[src/ado_pkg.sv]
// constants, types and register map of the sample output port
package ado_pkg;
  localparam int CODE_W = 12;
  localparam int LANES = CODE_W / 2;
  localparam int IN_W = 14;
  // seven whole cycles in the pipe plus the half cycle to the launching edge
  localparam int PIPE_DEPTH = 8;
  localparam logic signed [IN_W-1:0] CLIP_HI = 14'sh07FF;
  localparam logic signed [IN_W-1:0] CLIP_LO = 14'sh3800;
  localparam logic [CODE_W-1:0] CODE_MSB = 12'h800;
  localparam logic [CODE_W-1:0] OB_NFS = 12'h000;
  localparam logic [CODE_W-1:0] OB_MID = 12'h800;
  localparam logic [CODE_W-1:0] OB_PFS = 12'hFFF;
  localparam logic [CODE_W-1:0] TC_NFS = 12'h800;
  localparam logic [CODE_W-1:0] TC_PFS = 12'h7FF;
  localparam int CLK_MHZ = 200;
  localparam int PD_EXIT_US = 3000;
  localparam int SLEEP_EXIT_US = 300;
  localparam int MIN_RATE_KHZ = 5000;
  localparam int MIN_PER_CYC = CLK_MHZ * 1000 / MIN_RATE_KHZ;
  localparam int WAKE_W = 20;
  localparam int PER_W = 8;
  localparam logic [1:0] PSEL_ON = 2'h0;
  localparam logic [1:0] PSEL_MID = 2'h1;
  localparam int FSEL_2C_BIT = 0;
  localparam int FSEL_DIFF_BIT = 1;

  typedef enum logic [3:0] {
    ST_RUN = 4'h1,
    ST_WAKE = 4'h2,
    ST_SLEEP = 4'h4,
    ST_DOWN = 4'h8
  } ado_state_t;

  typedef struct packed {
    logic vld;
    logic overrange_flag;
    logic [CODE_W-1:0] code;
  } ado_word_t;

  localparam int ADDR_W = 4;
  localparam logic [ADDR_W-1:0] REG_STATUS = 4'h0;
  localparam logic [ADDR_W-1:0] REG_MASK = 4'h4;
  localparam logic [ADDR_W-1:0] REG_STATE = 4'h8;
  localparam int EV_W = 3;
  localparam int EV_OVR = 0;
  localparam int EV_SLOW = 1;
  localparam int EV_WAKE = 2;
  localparam int ST_FMT_BIT = 4;
  localparam int ST_DIFF_BIT = 5;
  localparam logic [1:0] RESP_OKAY = 2'h0;
  localparam logic [1:0] RESP_SLVERR = 2'h2;

  typedef struct packed {
    logic awvalid;
    logic [ADDR_W-1:0] awaddr;
    logic wvalid;
    logic [31:0] wdata;
    logic [3:0] wstrb;
    logic bready;
    logic arvalid;
    logic [ADDR_W-1:0] araddr;
    logic rready;
  } ado_axi_req_t;

  typedef struct packed {
    logic awready;
    logic wready;
    logic bvalid;
    logic [1:0] bresp;
    logic arready;
    logic rvalid;
    logic [31:0] rdata;
    logic [1:0] rresp;
  } ado_axi_rsp_t;
endpackage

[src/ado_dly.sv]
// delay line that carries sample words through the conversion pipeline
`timescale 1ns/100ps
module ado_dly #(
  parameter int WIDTH = 14,
  parameter int DEPTH = 8
) (
  // clock and reset
  input wire logic i_clk,
  input wire logic i_rst_n,
  // shift control
  input wire logic i_en,
  input wire logic i_flush,
  input wire logic [WIDTH-1:0] i_data,
  // oldest word
  output logic [WIDTH-1:0] o_data
);
  import ado_pkg::*;

  logic [WIDTH-1:0] stage [DEPTH];
  logic [WIDTH-1:0] next_stage [DEPTH];

  genvar g;
  generate
    for (g = 0; g < DEPTH; g++) begin : g_st
      logic [WIDTH-1:0] src;
      if (g == 0) begin : g_in
        assign src = i_data;
      end else begin : g_sh
        assign src = stage[g-1];
      end
      always_comb begin
        next_stage[g] = stage[g];
        if (i_flush) begin
          next_stage[g] = '0;
        end else if (i_en) begin
          next_stage[g] = src;
        end
      end
      always_ff @(posedge i_clk or negedge i_rst_n) begin
        if (!i_rst_n) begin
          stage[g] <= '0;
        end else begin
          stage[g] <= next_stage[g];
        end
      end
    end
  endgenerate

  assign o_data = stage[DEPTH-1];
endmodule

[src/ado_top.sv]
// sampling converter digital core with ddr sample port and register slave
// Overview of operation
// - every sample becomes a 12-bit code.
// - the input is tracked while the conversion clock is high and frozen at its falling edge.
// - a sample's code is launched at a strobe falling edge 7.5 conversion cycles after sampling.
// - the output strobe toggles at the conversion clock rate, one period per sample.
// - conversion clocks from the lower limit up to the rated maximum are accepted.
// - offset binary runs from all zeros through 800 hex at mid-scale to all ones.
// - two's complement is offset binary with the top bit inverted.
// - inputs beyond full scale clip the code at the matching full-scale value.
// - a high power select pin powers everything down but the reference.
// - a mid-level power select pin puts the core to sleep.
// - wake-up from sleep is quicker than from power-down.
// - in power-down or sleep the outputs carry no data and the pipeline is lost.
// - the overrange flag is high for any sample beyond the 12-bit range.
// - the two extra output pairs are always low.
//
// Added by the designer: register access over AXI4-Lite and the address map.
`timescale 1ns/100ps
module ado_top #(
  parameter int PD_EXIT_CYC = ado_pkg::PD_EXIT_US * ado_pkg::CLK_MHZ,
  parameter int SLEEP_EXIT_CYC = ado_pkg::SLEEP_EXIT_US * ado_pkg::CLK_MHZ
) (
  // clock and reset
  input wire logic i_clk,
  input wire logic i_rst_n,
  // converter pins
  input wire logic i_conv_clk,
  input wire logic [ado_pkg::IN_W-1:0] i_analog,
  input wire logic [1:0] i_power_state_select,
  input wire logic [1:0] i_clock_and_format_select,
  // sample output port
  output logic o_output_strobe,
  output logic [ado_pkg::LANES-1:0] o_sample_code_bits,
  output logic o_overrange_flag,
  output logic [1:0] o_constant_low_pair,
  output logic o_diff_clock_mode,
  // register bus and interrupt
  input wire ado_pkg::ado_axi_req_t i_axi,
  output ado_pkg::ado_axi_rsp_t o_axi,
  output logic o_irq
);
  import ado_pkg::*;

  localparam int PIN_W = 1 + IN_W + 4;
  logic [PIN_W-1:0] pin_s1;
  logic [PIN_W-1:0] pin_s2;
  always_ff @(posedge i_clk or negedge i_rst_n) begin
    if (!i_rst_n) begin
      pin_s1 <= '0;
      pin_s2 <= '0;
    end else begin
      pin_s1 <= {i_conv_clk, i_analog, i_power_state_select, i_clock_and_format_select};
      pin_s2 <= pin_s1;
    end
  end

  logic conv_lvl;
  logic signed [IN_W-1:0] ain;
  logic [1:0] psel;
  logic [1:0] fsel;
  logic fmt_2c;
  assign conv_lvl = pin_s2[PIN_W-1];
  assign ain = signed'(pin_s2[PIN_W-2 -: IN_W]);
  assign psel = pin_s2[3:2];
  assign fsel = pin_s2[1:0];
  assign fmt_2c = fsel[FSEL_2C_BIT];

  // conversion clock edges
  logic conv_q;
  logic fall;
  logic rise;
  always_ff @(posedge i_clk or negedge i_rst_n) begin
    if (!i_rst_n) begin
      conv_q <= 1'b0;
    end else begin
      conv_q <= conv_lvl;
    end
  end
  assign fall = conv_q & ~conv_lvl;
  assign rise = ~conv_q & conv_lvl;

  // code of the sample held at this falling edge
  ado_word_t cur_word;
  logic [CODE_W-1:0] clip;
  logic [CODE_W-1:0] ob;
  always_comb begin
    clip = ain[CODE_W-1:0];
    if (ain > CLIP_HI) begin
      clip = CLIP_HI[CODE_W-1:0];
    end else if (ain < CLIP_LO) begin
      clip = CLIP_LO[CODE_W-1:0];
    end
    ob = clip ^ CODE_MSB;
    cur_word.vld = 1'b1;
    cur_word.overrange_flag = (ain > CLIP_HI) || (ain < CLIP_LO);
    cur_word.code = fmt_2c ? (ob ^ CODE_MSB) : ob;
  end

  // power state machine
  ado_state_t state;
  ado_state_t next_state;
  logic [WAKE_W-1:0] wake_cnt;
  logic [WAKE_W-1:0] next_wake_cnt;
  logic wake_done;
  logic running;
  always_comb begin
    next_state = state;
    next_wake_cnt = wake_cnt;
    wake_done = 1'b0;
    if (psel == PSEL_MID) begin
      next_state = ST_SLEEP;
    end else if (psel != PSEL_ON) begin
      next_state = ST_DOWN;
    end else begin
      case (state)
        ST_SLEEP: begin
          next_state = ST_WAKE;
          next_wake_cnt = WAKE_W'(SLEEP_EXIT_CYC - 1);
        end
        ST_DOWN: begin
          next_state = ST_WAKE;
          next_wake_cnt = WAKE_W'(PD_EXIT_CYC - 1);
        end
        ST_WAKE: begin
          if (wake_cnt == '0) begin
            next_state = ST_RUN;
            wake_done = 1'b1;
          end else begin
            next_wake_cnt = wake_cnt - 1'b1;
          end
        end
        ST_RUN: next_state = ST_RUN;
        default: next_state = ST_DOWN;
      endcase
    end
  end
  always_ff @(posedge i_clk or negedge i_rst_n) begin
    if (!i_rst_n) begin
      state <= ST_DOWN;
      wake_cnt <= '0;
    end else begin
      state <= next_state;
      wake_cnt <= next_wake_cnt;
    end
  end
  assign running = (state == ST_RUN);

  // conversion pipeline, flushed whenever the core is not converting
  ado_word_t pipe_out;
  ado_dly #(
    .WIDTH($bits(ado_word_t)),
    .DEPTH(PIPE_DEPTH)
  ) u_pipe (
    .i_clk(i_clk),
    .i_rst_n(i_rst_n),
    .i_en(fall && running),
    .i_flush(!running),
    .i_data(cur_word),
    .o_data(pipe_out)
  );

  // ddr output stage: odd bits after the strobe falls, even bits after it rises
  logic strobe;
  logic launch;
  logic even_half;
  ado_word_t out_word;
  logic [LANES-1:0] lanes;
  logic ovr_out;
  logic diff_mode;
  logic next_strobe;
  logic next_launch;
  logic next_even;
  ado_word_t next_out_word;
  logic [LANES-1:0] next_lanes;
  logic next_ovr;
  logic [LANES-1:0] odd_bits;
  logic [LANES-1:0] even_bits;

  genvar g;
  generate
    for (g = 0; g < LANES; g++) begin : g_lane
      assign odd_bits[g] = pipe_out.code[2*g+1];
      assign even_bits[g] = out_word.code[2*g];
    end
  endgenerate

  always_comb begin
    next_strobe = ~conv_lvl;
    next_launch = rise;
    next_even = fall;
    next_out_word = out_word;
    next_lanes = lanes;
    next_ovr = ovr_out;
    if (!running) begin
      next_out_word = '0;
      next_lanes = '0;
      next_ovr = 1'b0;
    end else if (launch) begin
      next_out_word = pipe_out;
      next_lanes = pipe_out.vld ? odd_bits : '0;
      next_ovr = pipe_out.vld & pipe_out.overrange_flag;
    end else if (even_half) begin
      next_lanes = out_word.vld ? even_bits : '0;
    end
  end
  always_ff @(posedge i_clk or negedge i_rst_n) begin
    if (!i_rst_n) begin
      strobe <= 1'b0;
      launch <= 1'b0;
      even_half <= 1'b0;
      out_word <= '0;
      lanes <= '0;
      ovr_out <= 1'b0;
      diff_mode <= 1'b0;
      o_constant_low_pair <= 2'h0;
    end else begin
      strobe <= next_strobe;
      launch <= next_launch;
      even_half <= next_even;
      out_word <= next_out_word;
      lanes <= next_lanes;
      ovr_out <= next_ovr;
      diff_mode <= fsel[FSEL_DIFF_BIT];
      o_constant_low_pair <= 2'h0;
    end
  end
  assign o_output_strobe = strobe;
  assign o_sample_code_bits = lanes;
  assign o_overrange_flag = ovr_out;
  assign o_diff_clock_mode = diff_mode;

  // falls seen since the core last started converting
  logic [3:0] fall_cnt;
  always_ff @(posedge i_clk or negedge i_rst_n) begin
    if (!i_rst_n) begin
      fall_cnt <= '0;
    end else if (!running) begin
      fall_cnt <= '0;
    end else if (fall && fall_cnt < 4'(PIPE_DEPTH)) begin
      fall_cnt <= fall_cnt + 1'b1;
    end
  end

  // conversion clock slower than the lowest rate
  logic [PER_W-1:0] per_cnt;
  logic [PER_W-1:0] next_per_cnt;
  logic slow_ev;
  always_comb begin
    next_per_cnt = per_cnt;
    slow_ev = running && !fall && per_cnt == PER_W'(MIN_PER_CYC);
    if (!running || fall) begin
      next_per_cnt = '0;
    end else if (per_cnt <= PER_W'(MIN_PER_CYC)) begin
      next_per_cnt = per_cnt + 1'b1;
    end
  end
  always_ff @(posedge i_clk or negedge i_rst_n) begin
    if (!i_rst_n) begin
      per_cnt <= '0;
    end else begin
      per_cnt <= next_per_cnt;
    end
  end

  // axi4-lite slave, status, mask and interrupt
  ado_axi_rsp_t axi;
  ado_axi_rsp_t next_axi;
  logic aw_held;
  logic w_held;
  logic next_aw_held;
  logic next_w_held;
  logic [ADDR_W-1:0] aw_addr;
  logic [ADDR_W-1:0] next_aw_addr;
  logic [31:0] wdata_q;
  logic [31:0] next_wdata;
  logic wstrb0;
  logic next_wstrb0;
  logic [EV_W-1:0] status;
  logic [EV_W-1:0] next_status;
  logic [EV_W-1:0] mask;
  logic [EV_W-1:0] next_mask;
  logic [EV_W-1:0] clr;
  logic [EV_W-1:0] events;
  logic irq;
  logic next_irq;

  always_comb begin
    next_axi = axi;
    next_aw_held = aw_held;
    next_w_held = w_held;
    next_aw_addr = aw_addr;
    next_wdata = wdata_q;
    next_wstrb0 = wstrb0;
    next_mask = mask;
    clr = '0;
    events = '0;
    events[EV_OVR] = fall && running && cur_word.overrange_flag;
    events[EV_SLOW] = slow_ev;
    events[EV_WAKE] = wake_done;
    if (i_axi.awvalid && axi.awready) begin
      next_aw_held = 1'b1;
      next_aw_addr = i_axi.awaddr;
    end
    if (i_axi.wvalid && axi.wready) begin
      next_w_held = 1'b1;
      next_wdata = i_axi.wdata;
      next_wstrb0 = i_axi.wstrb[0];
    end
    if (axi.bvalid && i_axi.bready) begin
      next_axi.bvalid = 1'b0;
    end
    if (aw_held && w_held && !axi.bvalid) begin
      next_aw_held = 1'b0;
      next_w_held = 1'b0;
      next_axi.bvalid = 1'b1;
      next_axi.bresp = RESP_OKAY;
      if (aw_addr == REG_MASK) begin
        if (wstrb0) begin
          next_mask = wdata_q[EV_W-1:0];
        end
      end else if (aw_addr != REG_STATUS && aw_addr != REG_STATE) begin
        next_axi.bresp = RESP_SLVERR;
      end
    end
    next_axi.awready = !next_aw_held;
    next_axi.wready = !next_w_held;
    if (axi.rvalid && i_axi.rready) begin
      next_axi.rvalid = 1'b0;
    end
    if (i_axi.arvalid && axi.arready) begin
      next_axi.rvalid = 1'b1;
      next_axi.rresp = RESP_OKAY;
      next_axi.rdata = '0;
      case (i_axi.araddr)
        REG_STATUS: begin
          next_axi.rdata[EV_W-1:0] = status;
          clr = status;
        end
        REG_MASK: next_axi.rdata[EV_W-1:0] = mask;
        REG_STATE: begin
          next_axi.rdata[$bits(ado_state_t)-1:0] = state;
          next_axi.rdata[ST_FMT_BIT] = fmt_2c;
          next_axi.rdata[ST_DIFF_BIT] = diff_mode;
        end
        default: next_axi.rresp = RESP_SLVERR;
      endcase
    end
    next_axi.arready = !next_axi.rvalid;
    // an event in the clearing cycle stays set
    next_status = (status & ~clr) | events;
    next_irq = |(next_status & next_mask);
  end
  always_ff @(posedge i_clk or negedge i_rst_n) begin
    if (!i_rst_n) begin
      axi <= '0;
      aw_held <= 1'b0;
      w_held <= 1'b0;
      aw_addr <= '0;
      wdata_q <= '0;
      wstrb0 <= 1'b0;
      status <= '0;
      mask <= '0;
      irq <= 1'b0;
    end else begin
      axi <= next_axi;
      aw_held <= next_aw_held;
      w_held <= next_w_held;
      aw_addr <= next_aw_addr;
      wdata_q <= next_wdata;
      wstrb0 <= next_wstrb0;
      status <= next_status;
      mask <= next_mask;
      irq <= next_irq;
    end
  end
  assign o_axi = axi;
  assign o_irq = irq;
endmodule

[config.mk]
export PLATFORM = sky130hd
export DESIGN_NAME = ado_top
export DESIGN_NICKNAME = d
export VERILOG_FILES = /design/src/ado_pkg.sv /design/src/ado_dly.sv /design/src/ado_top.sv
export SDC_FILE = /design/constraint.sdc
export NUM_CORES = 1
export LEC_CHECK = 0
export BUFFER_PORTS_ARGS = -buffer_cell sky130_fd_sc_hd__buf_2
export CORE_MARGIN = 2
export CORE_UTILIZATION = 58
export DETAILED_ROUTE_END_ITERATION = 12
export GPL_TIMING_DRIVEN = 0
export PLACE_DENSITY_LB_ADDON = 0.1
export SYNTH_ARGS = -nofsm -noshare
export SYNTH_HDL_FRONTEND = slang
export SYNTH_HIERARCHICAL = 1
export SYNTH_SLANG_ARGS = --single-unit
[constraint.sdc]
create_clock -name i_clk -period 2.6 [get_ports i_clk]
set_clock_uncertainty 0.05 [all_clocks]
set_input_delay 0.39 -clock i_clk [delete_from_list [all_inputs] [get_ports i_clk]]
set_output_delay 0.39 -clock i_clk [all_outputs]
set_load 0.1 [all_outputs]
Word-level counts from Yosys, hierarchy flattened
Cells that the tools add are included.
W data, S select, Z words.
- $add $sub $neg: 2
- $lt $le $gt $ge: 3
- eq/ne operators: 15
- multiplexer cells: 58
- bitwise operators: 12
- reduce and logical (&&, ||, !) cells: 31
- operators by type and width (kind ; number):
    $mux W14 ; 18
    $pmux W20 S3 ; 1
    $mux W12 ; 3
    $mux W35 ; 1
    $mux W6 ; 5
    $mux W3 ; 7
    $logic_not A20 Y1 ; 1
    $mux W20 ; 1
    $sub A20 B1 Y20 const B ; 1
    $mux W8 ; 2
    $gt A14 B12 Y1 const B ; 1
    $lt A14 B12 Y1 const B ; 1
    $eq A4 B3 Y1 const B ; 3
    $logic_and A1 B1 Y1 ; 12
    $mux W1 ; 12
    $mux W4 ; 3
    $pmux W4 S3 ; 1
    $pmux W3 S3 ; 1
    $add A8 B1 Y8 const B ; 1
    $eq A4 B4 Y1 const B ; 2
    $eq A8 B6 Y1 const B ; 1
    $le A8 B6 Y1 const B ; 1
    $ne A4 B4 Y1 const B ; 2
    $and A3 B3 Y3 ; 2
    20 further kinds ; 38
- register bits after elaboration: 238
- output and inout port bits: 53
- logic and storage cells: 159

Depth between registers and ports, before layout
- word-level depth: 8
- mapped depth: 9
- depth with buffers taken out: 8

Cells and area by module
Netlist, hierarchy kept.
- modules (own cells, without submodules) (module ; times used ; cells each ; area an instance (um^2)):
    ado_top ; 1 ; 510 ; 5253.8
    ado_dly ; 1 ; 361 ; 4600.7

Worst setup path before layout
Ideal clock, no wire load.
- kind: reg-to-reg
- start point: register state[2]
- end point: register u_pipe.stage, in the netlist u_pipe/g_st[1].src[0]
- arrival: 2.057 ns
- data required time: 2.418 ns
- slack: 0.361 ns
- stages on the path, launching flop included: 10
- path buffers: 5
- path through: dfrtp_1 clkbuf_1 or4b_2 buf_2 nor2b_1 buf_4 buf_12 buf_12 mux2i_1 nor2_1
- longest elaborated chain between the ends: 3
- elaborated cells between the ends (all ways): 4
- RTL lines (item ; line ; text):
    from (decl) ; ado_top.sv:101 ; ado_state_t state;
    from (signal assigned) ; ado_top.sv:143 ; state <= next_state;
    $eq A4 B1 Y1 * ; ado_top.sv:147 ; assign running = (state == ST_RUN);
    $logic_and A1 B1 Y1 ; ado_top.sv:157 ; .i_en(fall && running),
    $ne A2 B1 Y1 (no source line) ; n/a ;
    to (signal, indexed assignment) ; ado_dly.sv:43 ; stage[g] <= next_stage[g];
    to (decl) ; ado_dly.sv:19 ; logic [WIDTH-1:0] stage [DEPTH];
Mark *: on every way between the ends. The rest lies on a longest branch, timed or not.
A chain may end at the register's enable or synchronous reset.

Worst setup path in the final report
- start point: register wake_cnt[0]
- end point: register wake_cnt[2]
- longest elaborated chain between the ends: 3
- elaborated cells between the ends (all ways): 6
- RTL lines (item ; line ; text):
    from (decl) ; ado_top.sv:103 ; logic [WAKE_W-1:0] wake_cnt;
    from (signal assigned) ; ado_top.sv:144 ; wake_cnt <= next_wake_cnt;
    $sub A20 B1 Y20 / $logic_not A20 Y1 (equally long branches) ; ado_top.sv:130, ado_top.sv:126 ;
    $mux W20 / $ne A2 B2 Y1 (equally long branches) ; n/a ;
    $pmux W20 S3 / $reduce_and A4 Y1 (equally long branches) ; n/a ;
Several ways; a longest one is shown, not always the timed one. The select of a mux whose other input is x is not followed.

==> qor.csv <==
stage,metric,value,unit
route,Iteration-0 DRC Markers,465,
global_routing,via count of the first global-routing pass,6528,
final_layout,most frequent cells in the layout,"dfrtp_1 (229), nor2_1 (190), mux2i_1 (118)",
floorplan,DIE AREA,0.01805,mm^2
final_layout,n_diodes,0,
final_layout,Final Core Density,0.6962,
floorplan,core area,0.01658,mm^2
route,number of vias per cell,5.297,
route,TritonRoute pass-1 iters,5,
timing,final setup vio count,0,
clock_tree,"CTS clk-pin slew, worst paths",0.06,ns
final_layout,fraction of layout cells with a size suffix above 1,0.1743,
route,DR DRC count,0,
yosys,prevailing post-synth register cell,dfrtp_1,
place,port buffer count,60,
route,total number of vias,6574,
global_routing,initial antenna violation count,0,
hold_path,hold crit path type,primary input to flip-flop,
timing,fin crit period,2.467,ns
setup_path,CP Class,flip-flop to flip-flop,
final_layout,"most common cell after layout, fill and taps aside",dfrtp_1,
setup_path,slowest CP cell,or4b_2,
clock_tree,H-tree Lvls,1,
route,ANT nets after route,0,
final_layout,area delta synth->final,17.17,%
setup_path,max incr delay on CP,0.64,ns
yosys,Yosys reg bits,231,
yosys,Post-synth EDFFs,0,
route,wire length per cell,14.84,um
setup_path,required time of the critical path,2.94,ns
timing,Rel. slew slack,0.2961,
clock_tree,latest clock arrival within the worst-skew pair,0.51,ns
place,gpl congestion,0.8265,
floorplan,Rows,47,
yosys,Synth Cell Area,0.009854,mm^2
global_routing,Tot GR Track Use,0.2131,
final_layout,# nets final,1082,
timing,Max Fclk,0.4053,GHz
setup_path,crit path launch type,flip-flop,
clock_tree,CTS max path bufs,3,
clock_tree,clock sink count,231,
clock_tree,Post-CTS Setup Repair Bufs,0,
floorplan,Initial Util,0.5942,
setup_path,worst path cell trace,inv_1 -> ha_1 -> or4b_2 -> nor3_4 -> a21o_4 -> inv_2 -> buf_6 -> a211oi_2 -> nor2_1,
route,final wirelength,18420,um
yosys,post-synth cell types,59,
power_and_ir_drop,Pwr per Cell Area,720.8,mW/mm^2
floorplan,# IOs,123,
setup_path,crit path capture type,flip-flop,
setup_path,WP data arrival,2.80,ns
global_routing,largest net degree at the start of global routing,117,
power_and_ir_drop,Max VDD drop,0.0007551,V
yosys,Yosys warnings,6,
global_routing,GR Overflow Total,0,
timing,unrepaired setup endpoints after global routing,false,
timing,part of the cycle the worst path needs,0.9489,
timing,Slew @ Worst Pin,1.053,ns
power_and_ir_drop,Total Power,8.322,mW
setup_path,Crit Path Max Fanout,10,
timing,"Slew Viols, Final",0,
floorplan,die height,134.3,um
power_and_ir_drop,Leak,4.946,nW
floorplan,die width,134.3,um
outcome,status,"finished, final reports clean",
clock_tree,total CTS buffers,24,
place,DP Wirelength,12300,um
clock_tree,TritonCTS clock tree,done,
yosys,Syn Area/Cell,11.31,um^2
job,maxcap violations,0,
timing,setup TNS,0,ns
clock_tree,Root Driver,clkbuf_16,
global_routing,first-pass GRT wire length,31530,um
yosys,post-synthesis sequential area ratio,0.5867,
yosys,cells after synthesis,871,
yosys,ys async rst share,1.000,
timing,Final Hold Vio Count,0,
cell usage after synthesis (2+ instances only):
| master | instances | area share |
|---|---|---|
| or4b_2 | 2 | 0.0020 |
| a21oi_1 | 34 | 0.017 |
| o21ai_0 | 36 | 0.018 |
| a41oi_1 | 3 | 0.0027 |
| nand4_1 | 2 | 0.0013 |
| nor4b_1 | 2 | 0.0018 |
| buf_4 | 34 | 0.026 |
| nand3b_1 | 2 | 0.0015 |
| clkbuf_1 | 22 | 0.0084 |
| nor3b_1 | 2 | 0.0015 |
| and2_1 | 5 | 0.0032 |
| ha_1 | 4 | 0.0051 |
| xnor2_1 | 3 | 0.0027 |
| nand3_1 | 9 | 0.0046 |
| nor4_1 | 4 | 0.0025 |
| inv_1 | 16 | 0.0061 |
| mux2i_1 | 119 | 0.12 |
| dfrtp_1 | 230 | 0.58 |
| nor3_1 | 10 | 0.0051 |
| a32oi_1 | 3 | 0.0027 |
| mux2_2 | 13 | 0.015 |
| nor2_1 | 190 | 0.072 |
| xor2_1 | 2 | 0.0018 |
| and4_1 | 2 | 0.0018 |
| o21a_1 | 4 | 0.0030 |
| conb_1 | 2 | 0.00076 |
| and3_1 | 5 | 0.0032 |
| nor2b_1 | 3 | 0.0019 |
| o31ai_1 | 2 | 0.0015 |
| buf_12 | 9 | 0.018 |
| a22oi_1 | 3 | 0.0023 |
| nand2_1 | 36 | 0.014 |
| buf_2 | 4 | 0.0020 |
| or4_1 | 4 | 0.0030 |
| nand2b_1 | 8 | 0.0051 |
| or2_2 | 3 | 0.0019 |
| buf_6 | 3 | 0.0034 |
| a31oi_1 | 13 | 0.0083 |
| buf_1 | 3 | 0.0011 |
metal layers:
metal / part of all wire / global-route usage / up-vias
li1: - / - / 3192
met1: 0.47 / 0.3104 / 3197
met2: 0.46 / 0.3404 / 152
met3: 0.046 / 0.03401 / 33
met4: 0.021 / 0.05205 / 0
met5: 0 / 0 / -
power breakdown:
| group | leakage (nW) | switching, mW | total, mW | internal, mW |
|---|---|---|---|---|
| clock network | 0.357 | 1.32 | 3.19 | 1.87 |
| logic | 1.56 | 0.843 | 1.15 | 0.306 |
| registers | 3.03 | 0.153 | 3.98 | 3.83 |
| total | 4.95 | 2.31 | 8.32 | 6.01 |
critical path: cells and delay by family (launching register included):
kind                       cells  cell delay [ns]
AOI/OAI and AO/OA              2             0.43
buffers and inverters          3             0.31
and+or+nand+nor                3             0.96
DFF                            1             0.44
adders and majority gates      1             0.17
cell type report:
class | count | area, um^2
fill | 1256 | 5037
inverter | 17 | 63.81
buffer | 74 | 581.8
tap | 220 | 275.3
clock buffer | 33 | 664.4
multi-input combinational | 577 | 3553
clock inverter | 6 | 68.82
sequential | 231 | 5783
timing repair buffer | 83 | 555.5
kinds of logic after synthesis:
kind of cell	Yosys count	synth area share
simple gates	295	0.1342
flops	231	0.5867
xor+xnor	5	0.004445
fa+ha+maj	4	0.005079
buf+inv	92	0.06564
compound gates	110	0.06742
mux	132	0.1357
other cells	2	0.0007621
metrics by stage:
stage,cells,setup WS (ns),hold slack [ns],instance area (um^2)
finish,1241,0.1329,0.07127,11550
CTS,1242,0.002671,0.05111,11540
global route,1241,0.005280,0.05944,11550
floorplan,900,0.3608,0.04441,9963
detailed placement,1182,-0.004307,0.2862,10600
global placement,1180,-2.877,0.2814,10540
registers in the layout (all words and copies together), names as in the netlist, 3 cells and up:
| signal | count |
|---|---|
| wake_cnt | 20 |
| mask | 3 |
| o_sample_code_bits | 6 |
| u_pipe/g_st.src | 98 |
| aw_addr | 4 |
| per_cnt | 8 |
| status | 3 |
| pin_s2 | 19 |
| o_axi | 13 |
| u_pipe/o_data | 14 |
| wdata_q | 3 |
| even_bits | 6 |
| pin_s1 | 19 |
| state | 4 |
timing repair:
| item | CTS | global route |
|---|---|---|
| endpoints found under the hold margin | 135 | 0 |
| endpoints found under the setup margin | 0 | 97 |
| hold buffers | 21 | 0 |
| resized for setup | 0 | 6 |
path summary, 6_finish.rpt:
check                                        startpoint                       to  slack [ns]  cells after the start
min in group asynchronous                       i_rst_n   per_cnt[2]$_DFFE_PN0P_        0.46                      2
worst max register to register  wake_cnt[0]$_DFFE_PN0P_  wake_cnt[2]$_DFFE_PN0P_        0.13                      9
max in group asynchronous                       i_rst_n     state[1]$_DFFE_PN0P_        0.98                      3
worst min-delay path                           i_axi[0]      o_axi[34]$_DFF_PN0_        0.07                      2
worst max-delay path            wake_cnt[0]$_DFFE_PN0P_  wake_cnt[2]$_DFFE_PN0P_        0.13                      9
worst min register to register      pin_s1[8]$_DFF_PN0_      pin_s2[8]$_DFF_PN0_        0.30                      0
Note: power is estimated with default switching activity, not from simulation.
